--- src/include/dcl_defs.vh ---
// Constants for the correction and nonvolatile configuration latches.
// Assumes the including file supplies mclk at 200 MHz.
//
// Functional notes
// - Hold a 21-bit correction latch setting the current ratio of three outputs.
// - Latch address 1110b selects the correction latch.
// - After reset the correction latch is loaded from nonvolatile memory.
// - Serial correction writes are accepted only while the write-enable bit is 1.
// - With write-enable 0 the latch keeps nonvolatile values and ignores writes.
// - Channel 0 is bits 6-0, channel 1 bits 13-7, channel 2 bits 20-14.
// - Bits 35-21 of a correction write are discarded.
// - Both nonvolatile write latches are 36 bits wide.
// - The second write latch programs the stored correction defaults.
// - Latch address 1100b selects the first nonvolatile write latch.
// - Config bits 2-0 hold converter maximum duty, default 0h.
// - Config bits 7-3 hold the feedback target code, default 00h.
// - Config bits 9-8 hold the link timing mode, default 0h.
// - Timing mode 00 is mode 0, 01 mode 1, 10 and 11 mode 2.
// - Config bits 13-10 hold the latch pulse delay, default Fh.
// - Config bits 27-14 are never retained in nonvolatile memory.
`ifndef DCL_DEFS_VH
`define DCL_DEFS_VH

`define DCL_ADDR_W 4
`define DCL_DATA_W 36
`define DCL_LAST_BIT 6'd39

`define DCL_ADDR_CFG 4'hC
`define DCL_ADDR_DEFCORR 4'hD
`define DCL_ADDR_CORR 4'hE

`define DCL_CORR_W 21
`define DCL_CH_W 7
`define DCL_CH0_MSB 6
`define DCL_CH0_LSB 0
`define DCL_CH1_MSB 13
`define DCL_CH1_LSB 7
`define DCL_CH2_MSB 20
`define DCL_CH2_LSB 14

`define DCL_DUTY_MSB 2
`define DCL_DUTY_LSB 0
`define DCL_FB_MSB 7
`define DCL_FB_LSB 3
`define DCL_MODE_MSB 9
`define DCL_MODE_LSB 8
`define DCL_DELAY_MSB 13
`define DCL_DELAY_LSB 10
`define DCL_STORED_MSB 13
`define DCL_CMD_MSB 35
`define DCL_CMD_LSB 28
`define DCL_WR_CMD 8'hA5

`define DCL_CFG_FACTORY 36'h000003C00
`define DCL_CORR_FACTORY 36'h0001FFFFF

`define DCL_NV_IDX_CFG 1'b0
`define DCL_NV_IDX_CORR 1'b1

`define DCL_MCLK_MHZ 200
`define DCL_IDLE_NS 2000
`define DCL_IDLE_CYC ((`DCL_IDLE_NS * `DCL_MCLK_MHZ + 999) / 1000)

`endif

--- src/logic/dcl_latches.v ---
// Correction latch and nonvolatile configuration write latches.
// Assumes sck_in and sdt_in arrive asynchronously from the upstream chain,
// and corr_write_enable comes from the function control latch on mclk.
`timescale 1ns/1ps
`default_nettype none
`include "dcl_defs.vh"

module dcl_latches (
  input wire mclk,
  input wire rst,
  input wire sck_in,
  input wire sdt_in,
  input wire corr_write_enable,
  output wire [`DCL_CH_W-1:0] corr_ch0,
  output wire [`DCL_CH_W-1:0] corr_ch1,
  output wire [`DCL_CH_W-1:0] corr_ch2,
  output reg [2:0] converter_max_duty,
  output reg [4:0] feedback_target_code,
  output reg [1:0] link_timing_mode,
  output reg [3:0] latch_pulse_delay,
  output wire [`DCL_DATA_W-1:0] nv_config_latch,
  output wire [`DCL_DATA_W-1:0] nv_correction_default_latch,
  output reg frame_done_ff,
  output reg nv_cmd_error_ff,
  output wire nv_busy
);

  ////////////////////////////////////////////////////////////////////////////
  // Functions

  // Timing mode field to selected mode number
  function [1:0] dcl_mode_decode;
    input [1:0] code;
    begin
      case (code)
        2'h0: dcl_mode_decode = 2'h0;
        2'h1: dcl_mode_decode = 2'h1;
        default: dcl_mode_decode = 2'h2;
      endcase
    end
  endfunction

  // Frame address match
  function dcl_addr_is;
    input [`DCL_ADDR_W-1:0] addr;
    input [`DCL_ADDR_W-1:0] code;
    begin
      dcl_addr_is = (addr == code);
    end
  endfunction

  ////////////////////////////////////////////////////////////////////////////
  // States

  localparam [5:0] ST_IDLE = 6'h01;
  localparam [5:0] ST_RD_CORR = 6'h02;
  localparam [5:0] ST_LD_CORR = 6'h04;
  localparam [5:0] ST_RD_CFG = 6'h08;
  localparam [5:0] ST_LD_CFG = 6'h10;
  localparam [5:0] ST_PROG = 6'h20;

  localparam integer IDLE_CYC_FULL = `DCL_IDLE_CYC;
  localparam [9:0] IDLE_CYC = IDLE_CYC_FULL[9:0];

  ////////////////////////////////////////////////////////////////////////////
  // Declarations

  reg sck_m_ff;
  reg sck_s_ff;
  reg sck_d_ff;
  reg sdt_m_ff;
  reg sdt_s_ff;
  wire sck_rise;

  reg [39:0] shift_ff;
  reg [5:0] bit_cnt_ff;
  reg [9:0] idle_cnt_ff;
  reg [`DCL_ADDR_W-1:0] frame_addr_ff;
  reg [`DCL_DATA_W-1:0] frame_data_ff;
  wire [39:0] shift_next;

  reg [5:0] state_ff;
  reg [5:0] nxt_state;
  reg boot_ff;

  reg [`DCL_CORR_W-1:0] corr_ff;
  reg [`DCL_DATA_W-1:0] cfg_latch_ff;
  reg [`DCL_DATA_W-1:0] def_latch_ff;
  reg prog_idx_ff;
  reg [`DCL_DATA_W-1:0] prog_data_ff;

  reg nv_re;
  reg nv_we;
  reg nv_addr;
  wire [`DCL_DATA_W-1:0] nv_rdata;

  wire hit_cfg;
  wire hit_def;
  wire hit_corr;
  wire cmd_ok;
  wire in_idle;

  ////////////////////////////////////////////////////////////////////////////
  // Pin synchronisers and link clock edge

  always @(posedge mclk) begin
    if (rst) begin
      sck_m_ff <= 1'b0;
      sck_s_ff <= 1'b0;
      sck_d_ff <= 1'b0;
      sdt_m_ff <= 1'b0;
      sdt_s_ff <= 1'b0;
    end else begin
      sck_m_ff <= sck_in;
      sck_s_ff <= sck_m_ff;
      sck_d_ff <= sck_s_ff;
      sdt_m_ff <= sdt_in;
      sdt_s_ff <= sdt_m_ff;
    end
  end

  assign sck_rise = sck_s_ff & ~sck_d_ff;

  ////////////////////////////////////////////////////////////////////////////
  // Serial frame: 4-bit address then 36 data bits, MSB first

  assign shift_next = {shift_ff[38:0], sdt_s_ff};

  always @(posedge mclk) begin
    if (rst) begin
      shift_ff <= 40'h0000000000;
      bit_cnt_ff <= 6'h00;
      idle_cnt_ff <= 10'h000;
      frame_addr_ff <= 4'h0;
      frame_data_ff <= 36'h000000000;
      frame_done_ff <= 1'b0;
    end else begin
      frame_done_ff <= 1'b0;
      if (sck_rise) begin
        idle_cnt_ff <= 10'h000;
        shift_ff <= shift_next;
        if (bit_cnt_ff == `DCL_LAST_BIT) begin
          bit_cnt_ff <= 6'h00;
          frame_addr_ff <= shift_next[39:36];
          frame_data_ff <= shift_next[35:0];
          frame_done_ff <= 1'b1;
        end else begin
          bit_cnt_ff <= bit_cnt_ff + 6'h01;
        end
      end else if (idle_cnt_ff == IDLE_CYC) begin
        bit_cnt_ff <= 6'h00;
      end else begin
        idle_cnt_ff <= idle_cnt_ff + 10'h001;
      end
    end
  end

  ////////////////////////////////////////////////////////////////////////////
  // Address decode

  assign hit_cfg = dcl_addr_is(frame_addr_ff, `DCL_ADDR_CFG);
  assign hit_def = dcl_addr_is(frame_addr_ff, `DCL_ADDR_DEFCORR);
  assign hit_corr = dcl_addr_is(frame_addr_ff, `DCL_ADDR_CORR);
  assign cmd_ok = (frame_data_ff[`DCL_CMD_MSB:`DCL_CMD_LSB] == `DCL_WR_CMD);
  assign in_idle = (state_ff == ST_IDLE);

  ////////////////////////////////////////////////////////////////////////////
  // Sequencer: power-on preload and programming

  always @* begin
    nxt_state = state_ff;
    case (state_ff)
      ST_IDLE: begin
        if (frame_done_ff && hit_cfg && cmd_ok) begin
          nxt_state = ST_PROG;
        end else if (frame_done_ff && hit_def) begin
          nxt_state = ST_PROG;
        end
      end
      ST_PROG: begin
        if (prog_idx_ff == `DCL_NV_IDX_CFG) begin
          nxt_state = ST_RD_CFG;
        end else begin
          nxt_state = ST_RD_CORR;
        end
      end
      ST_RD_CORR: begin
        nxt_state = ST_LD_CORR;
      end
      ST_LD_CORR: begin
        if (boot_ff) begin
          nxt_state = ST_RD_CFG;
        end else begin
          nxt_state = ST_IDLE;
        end
      end
      ST_RD_CFG: begin
        nxt_state = ST_LD_CFG;
      end
      ST_LD_CFG: begin
        nxt_state = ST_IDLE;
      end
      default: begin
        nxt_state = ST_IDLE;
      end
    endcase
  end

  always @* begin
    nv_re = 1'b0;
    nv_we = 1'b0;
    nv_addr = `DCL_NV_IDX_CFG;
    case (state_ff)
      ST_PROG: begin
        nv_we = 1'b1;
        nv_addr = prog_idx_ff;
      end
      ST_RD_CORR: begin
        nv_re = 1'b1;
        nv_addr = `DCL_NV_IDX_CORR;
      end
      ST_RD_CFG: begin
        nv_re = 1'b1;
        nv_addr = `DCL_NV_IDX_CFG;
      end
      default: begin
        nv_re = 1'b0;
      end
    endcase
  end

  always @(posedge mclk) begin
    if (rst) begin
      state_ff <= ST_RD_CORR;
      boot_ff <= 1'b1;
    end else begin
      state_ff <= nxt_state;
      if (state_ff == ST_LD_CFG) begin
        boot_ff <= 1'b0;
      end
    end
  end

  assign nv_busy = ~in_idle;

  ////////////////////////////////////////////////////////////////////////////
  // Write latches and programming data

  always @(posedge mclk) begin
    if (rst) begin
      cfg_latch_ff <= 36'h000000000;
      def_latch_ff <= 36'h000000000;
      prog_idx_ff <= `DCL_NV_IDX_CFG;
      prog_data_ff <= 36'h000000000;
      nv_cmd_error_ff <= 1'b0;
    end else begin
      nv_cmd_error_ff <= 1'b0;
      if (in_idle && frame_done_ff && hit_cfg) begin
        cfg_latch_ff <= frame_data_ff;
        if (cmd_ok) begin
          prog_idx_ff <= `DCL_NV_IDX_CFG;
          prog_data_ff <= {22'h000000, frame_data_ff[`DCL_STORED_MSB:0]};
        end else begin
          nv_cmd_error_ff <= 1'b1;
        end
      end else if (in_idle && frame_done_ff && hit_def) begin
        def_latch_ff <= frame_data_ff;
        prog_idx_ff <= `DCL_NV_IDX_CORR;
        prog_data_ff <= {15'h0000, frame_data_ff[`DCL_CORR_W-1:0]};
      end
    end
  end

  assign nv_config_latch = cfg_latch_ff;
  assign nv_correction_default_latch = def_latch_ff;

  ////////////////////////////////////////////////////////////////////////////
  // Correction latch

  always @(posedge mclk) begin
    if (rst) begin
      corr_ff <= 21'h000000;
    end else if (state_ff == ST_LD_CORR) begin
      if (boot_ff || !corr_write_enable) begin
        corr_ff <= nv_rdata[`DCL_CORR_W-1:0];
      end
    end else if (in_idle && frame_done_ff && hit_corr && corr_write_enable) begin
      corr_ff <= frame_data_ff[`DCL_CORR_W-1:0];
    end
  end

  // Writes with enable low fall through above and leave the latch alone
  // Upper frame bits never reach the latch

  assign corr_ch0 = corr_ff[`DCL_CH0_MSB:`DCL_CH0_LSB];
  assign corr_ch1 = corr_ff[`DCL_CH1_MSB:`DCL_CH1_LSB];
  assign corr_ch2 = corr_ff[`DCL_CH2_MSB:`DCL_CH2_LSB];

  ////////////////////////////////////////////////////////////////////////////
  // Configuration outputs from stored word

  always @(posedge mclk) begin
    if (rst) begin
      converter_max_duty <= 3'h0;
      feedback_target_code <= 5'h00;
      link_timing_mode <= 2'h0;
      latch_pulse_delay <= 4'hF;
    end else if (state_ff == ST_LD_CFG) begin
      converter_max_duty <= nv_rdata[`DCL_DUTY_MSB:`DCL_DUTY_LSB];
      feedback_target_code <= nv_rdata[`DCL_FB_MSB:`DCL_FB_LSB];
      link_timing_mode <= dcl_mode_decode(nv_rdata[`DCL_MODE_MSB:`DCL_MODE_LSB]);
      latch_pulse_delay <= nv_rdata[`DCL_DELAY_MSB:`DCL_DELAY_LSB];
    end
  end

  ////////////////////////////////////////////////////////////////////////////
  // Nonvolatile store

  dcl_nv_store dcl_nv_store_i (
    .mclk(mclk),
    .re(nv_re),
    .we(nv_we),
    .addr(nv_addr),
    .wdata(prog_data_ff),
    .rdata_ff(nv_rdata)
  );

endmodule
`default_nettype wire

--- src/logic/dcl_nv_store.v ---
// Two-word nonvolatile store model: configuration word and correction defaults.
// Assumes one access per cycle; read data appear one cycle after re.
`timescale 1ns/1ps
`default_nettype none
`include "dcl_defs.vh"

module dcl_nv_store (
  input wire mclk,
  input wire re,
  input wire we,
  input wire addr,
  input wire [`DCL_DATA_W-1:0] wdata,
  output reg [`DCL_DATA_W-1:0] rdata_ff
);

  reg [`DCL_DATA_W-1:0] mem [0:1];

  // Factory contents, kept across reset
  initial begin
    mem[0] = `DCL_CFG_FACTORY;
    mem[1] = `DCL_CORR_FACTORY;
  end

  always @(posedge mclk) begin
    if (we) begin
      mem[addr] <= wdata;
    end
    if (re) begin
      rdata_ff <= mem[addr];
    end
  end

endmodule
`default_nettype wire

--- config.mk ---
export PLATFORM = sky130hd
export DESIGN_NAME = dcl_latches
export DESIGN_NICKNAME = d
export VERILOG_FILES = /design/src/logic/dcl_latches.v /design/src/logic/dcl_nv_store.v
export VERILOG_INCLUDE_DIRS = /design/src /design/src/include
export SDC_FILE = /design/constraint.sdc
export NUM_CORES = 1
export LEC_CHECK = 0
export BUFFER_PORTS_ARGS = -buffer_cell sky130_fd_sc_hd__buf_2
export CORE_MARGIN = 2
export CORE_UTILIZATION = 26
export CTS_BUF_LIST = sky130_fd_sc_hd__clkbuf_2 sky130_fd_sc_hd__clkbuf_4 sky130_fd_sc_hd__clkbuf_8
export DETAILED_ROUTE_END_ITERATION = 6
export REMOVE_ABC_BUFFERS = 1
export SKIP_CTS_REPAIR_TIMING = 1
export SLEW_MARGIN = 20
export SYNTH_ARGS = -nofsm -noshare
export SYNTH_HDL_FRONTEND = slang
export SYNTH_SLANG_ARGS = --single-unit
--- constraint.sdc ---
create_clock -name mclk -period 3.85 [get_ports mclk]
set_input_delay 0.385 -clock mclk [delete_from_list [all_inputs] [get_ports mclk]]
set_output_delay 0.385 -clock mclk [all_outputs]
set_load 0.01 [all_outputs]
* Word level (Yosys, flattened, before mapping)
Memory sizes are Yosys's and may differ from the RTL's. A register that Yosys moved wholly into a read port is not among the register bits. Index checks and enable logic that the tools add are counted.
Word-level totals: bits of input ports 5, memories 1, flip-flop bits (word level) 253, memory bits (writable) 72, logic and storage cells 94, output and inout port bits 110
Memory list:
- dcl_nv_store_i.mem | depth 2, width 36, read ports 1, clocked after memory_dff 1, wr ports 1, RTL line dcl_nv_store.v:16 | reg [`DCL_DATA_W-1:0] mem [0:1];
Operators by class: reductions and logical operators 22, add/sub/neg operators 2, equal/unequal tests 16, bitwise gates (word level) 5, muxes and demuxes 25
Operator list (count):
- $mux 36 | 3
- $mux 21 | 3
- $mux 6 | 5
- $pmux 6 s5 | 1
- $eq 4x4->1 const B | 3
- $eq 6x6->1 const B | 2
- $add 10x1->10 const B | 1
- $eq 10x9->1 const B | 1
- $mux 1 | 9
- $eq 8x8->1 const B | 1
- $logic_and 1x1->1 | 8
- $mux 4 | 2
- $reduce_and 2->1 | 4
- $reduce_or 2->1 | 4
- $add 6x1->6 const B | 1
- $eq 6x1->1 const B | 1
- $eq 6x2->1 const B | 1
- $eq 6x3->1 const B | 1
- $eq 6x4->1 const B | 1
- $eq 6x5->1 const B | 1
- $reduce_bool 2->1 | 3
- $not 1->1 | 4
- $pmux 2 s2 | 1
- $ne 3x1->1 const B | 1
- 8 further kinds | 8

* Longest topological paths before layout
depth in word-level cells 6, gate-level depth with buffers 8, mapped depth without buffers 7

* Modules after synthesis
From an unflattened synthesis, not the netlist that was laid out.
Second synthesis, totals: cells, all modules 1162, area total of the unflattened synthesis 12512.0 um^2
By module, submodules not included:
- dcl_latches | area an instance 8744.6 um^2, cells each 1012, seq. area each 4764.6 um^2, instances 1
- dcl_nv_store | area an instance 3767.4 um^2, cells each 150, seq. area each 3243.1 um^2, instances 1

* Least setup slack after synthesis
Ideal clock, no wire load.
path kind register -> register, start point reg state_ff[5], end point reg dcl_nv_store_i.rdata_ff[0], read port of dcl_nv_store_i.mem, enable pin, arrival 2247 ps, library setup time 425 ps, required time 3425 ps, cell stages (with the launch flop) 3, path buffers 0, period minus slack after synthesis 2672 ps, setup slack 1178 ps, path through dfxtp_1 > or3_1 > nor3_1
Between the ends: cells in the longest elaborated chain, start to end 3, elaborated cells on any way between the ends 6, those cells by class eq/ne (3); mux (2); reduce/logical (1)
RTL lines:
- start, declared | RTL line dcl_latches.v:82 | reg [5:0] state_ff;
- start signal, assigned | RTL line dcl_latches.v:237 | state_ff <= nxt_state;
- $eq 6x2->1 or $eq 6x4->1 (tied branches) | RTL line dcl_latches.v:213 | case (state_ff)
- $reduce_or 2->1 (no line) (*)
- $mux 1 (*) | RTL line dcl_latches.v:213
- named net dcl_nv_store_i.re | RTL line dcl_nv_store.v:9 | input wire re,
- end, declared | RTL line dcl_nv_store.v:13 | output reg [`DCL_DATA_W-1:0] rdata_ff
The timed path passes the listed nets; every way through them passes the cells marked *. A chain may end at the register's enable or synchronous reset.

* Worst setup path in the final report
start point reg state_ff[1], end point reg cfg_latch_ff[23] (netlist: nv_config_latch[23])
Between the ends: cells in the longest elaborated chain, start to end 3
RTL lines:
- $eq 6x1->1 | RTL line dcl_latches.v:165 | assign in_idle = (state_ff == ST_IDLE);
- $logic_and 1x1->1 (2 in a row) | RTL line dcl_latches.v:258 | if (in_idle && frame_done_ff && hit_cfg) begin
- end signal, assigned | RTL line dcl_latches.v:259 | cfg_latch_ff <= frame_data_ff;
- end, declared | RTL line dcl_latches.v:87 | reg [`DCL_DATA_W-1:0] cfg_latch_ff;
No other way between the ends.

==> results_dict.tcl <==
set metrics [dict create \
    status "finished, final reports clean" \
    ys_warn_count 0 \
    synth_most_common_cell "nand2_1" \
    die_w_um 208 \
    yosys-top-cells-count "nand2_1 (266), dfxtp_1 (238), a21oi_1 (147)" \
    critPathRequiredTime_ns 4.32 \
    cts_tree "yes" \
    grtUsageTotal_pct 12.1 \
    place_area_um2 11900 \
    postLayoutCellArea_um2 13000 \
    dp_cells 1650 \
    layout-drive-gt1-share_pct 22.6 \
    antenna_found_initial 1 \
    slew_violations 0 \
    gp_congestion 0.768 \
    io-pin-count 115 \
    rsz0062_at_grt "no" \
    fp.dieH_um 208 \
    cts_inserted_buffers 48 \
    hold_viol_final 0 \
    rows 74 \
    grt_pass1_wl_um 42000 \
    cts_root_buf "clkbuf_8" \
    yosys.area.top_type "dfxtp_1" \
    power_density_nw_per_um2 514 \
    hold_path.class "in -> reg" \
    irDropWorstVdd_v 0.000217 \
    p_leak_nw 4.90 \
    synthArstFlopShare_pct 0 \
    ctsHtreeMaxLevel 2 \
    worstMarginPinSlew_ns 1.09 \
    antennaDiodeCount 0 \
    first_iter_violations 519 \
    post-route-drc-count 0 \
    clk_pin_slew_ns 0.06 \
    ys_ff_latch 301 \
    cts_buffer_depth 3 \
    die_area_um2 43200 \
    crit_type "reg -> reg" \
    arrival_ns 3.11 \
    final_cells 1740 \
    skew_ns 0.0262 \
    grt_max_degree 120 \
    synth_ff_type "dfxtp_1" \
    ys_seq_area_share_pct 61.7 \
    postRouteAntennaNets 0 \
    netlist_instances 1059 \
    post-synth-top-area-fraction_pct 44.1 \
    holdPathStages 2 \
    pre_cts_ws_ns 1.24 \
    end_kind "register" \
    min_period_ns 2.64 \
    cp_max_fo 27 \
    finalSetupViolCount 0 \
    fin_ws_ns 1.21 \
    clk_latency_ns 0.57 \
    ys_types 51 \
    max-slew-margin-rel_pct 27.2 \
    cts_sinks 301 \
    postSynthAreaPerCell_um2 10.2 \
    clock.fmax_ghz 0.379 \
    grt_overflow 0 \
    dr_total_vias 7818 \
    totalWireLength_um 26500 \
    start_util_pct 26.4 \
    synthTopCellsByArea "dfxtp_1 (44%), edfxtp_1 (18%), nand2_1 (9.3%)" \
    area_growth_pct 20.6 \
    first_pass_iters 5 \
    synth_edf_count 63 \
    grt_pass1_vias 7683 \
    nets 1176 \
    worstRegToRegCells 6 \
    dp_hpwl_um 16200 \
    core_um2 40900 \
    netlist_area_um2 10800 \
    critPathLaunchType "register" \
    port_buffers 114 \
    drt-vias-per-instance 4.49 \
    wl_per_cell_um 15.2 \
    max_cap_violations 0 \
    period_share_pct 68.4 \
    fin_tns_setup_ns 0 \
]
==> cells in the final DEF, fill, tap and decap left out, drive strengths merged, types with 22 or more instances in the layout <==
cell type	synthesis	routed
mux2	22	22
mux2i	27	27
nand2	266	266
edfxtp	63	63
clkbuf	50	76
a21oi	147	147
nor2	70	70
a211oi	22	22
a22o	39	39
dfxtp	238	238
buf	17	126
==> power breakdown <==
group | switching, mW | leakage (nW) | internal (mW) | total, mW
clock network | 1.26 | 0.608 | 1.93 | 3.19
logic | 0.143 | 1.78 | 0.0741 | 0.217
registers | 0.0266 | 2.51 | 3.26 | 3.28
total | 1.43 | 4.90 | 5.26 | 6.69
==> logic make-up (layout without fill, tap and decap cells) <==
kind of cell	Yosys count	after routing	share of synthesized area (%)
multiplexers	49	49	4.80
AO/OA/AOI/OAI	225	225	13.7
XOR/XNOR	10	10	0.812
adder cells (fa/ha/maj)	3	3	0.348
buffers and inverters	76	225	3.08
flip-flops	301	301	61.7
AND/OR/NAND/NOR	395	395	15.6
==> critical path: stages, from the launching register on <==
cell,delay (ns)
dfxtp_1,0.39
or4b_1,0.54
or2_1,0.38
nor3_4,0.52
buf_4,0.48
nand2_1,0.10
a21oi_1,0.14
==> routing by layer <==
| metal | wire (µm) | vias to the layer above | global-route usage [%] |
|---|---|---|---|
| li1 | - | 3854 | - |
| met1 | 12500 | 3705 | 16.0 |
| met2 | 11700 | 209 | 19.2 |
| met3 | 1510 | 50 | 3.01 |
| met4 | 675 | 0 | 4.30 |
| met5 | 0 | - | 0 |
==> flip-flops by register name, summed over array words and instances, names as in the netlist, 2 cells and up <==
| name | count |
|---|---|
| converter_max_duty | 3 |
| state_ff | 6 |
| dcl_nv_store_i.mem | 42 |
| prog_data_ff | 21 |
| feedback_target_code | 5 |
| frame_addr_ff | 4 |
| bit_cnt_ff | 6 |
| nv_config_latch | 36 |
| link_timing_mode | 2 |
| frame_data_ff | 36 |
| nv_correction_default_latch | 36 |
| idle_cnt_ff | 10 |
| latch_pulse_delay | 4 |
| shift_ff | 39 |
| dcl_nv_store_i.rdata_ff | 21 |
| corr_ff | 21 |
==> final timing paths <==
kind / start / end / slack, ns
min reg2reg: sdt_m_ff / sdt_s_ff / 0.45
max: state_ff[1] / nv_config_latch[23] / 1.21
max reg2reg: state_ff[1] / nv_config_latch[23] / 1.21
min: sck_in / sck_m_ff / 0.03
==> area by class of cell <==
type	instances	area [µm²]
Fill cell	4221	27900
Sequential cell	301	6660
Multi-Input combinational cell	682	3850
Clock buffer	76	921
Timing Repair Buffer	126	667
Tap cell	532	666
Clock inverter	14	226
Inverter	9	33.8
==> through the flow <==
stage | hold WS [ns] | util, % | power, mW
CTS | -0.00970 | 31.8 | 6.78
floorplan | 0.414 | - | 3.47
global route | 0.00174 | 31.8 | 6.93
global placement | 0.430 | 29.0 | 3.57
detailed placement | 0.432 | 29.0 | 3.57
finish | 0.0293 | 31.8 | 6.69
Power figures use the tool's default switching activity.
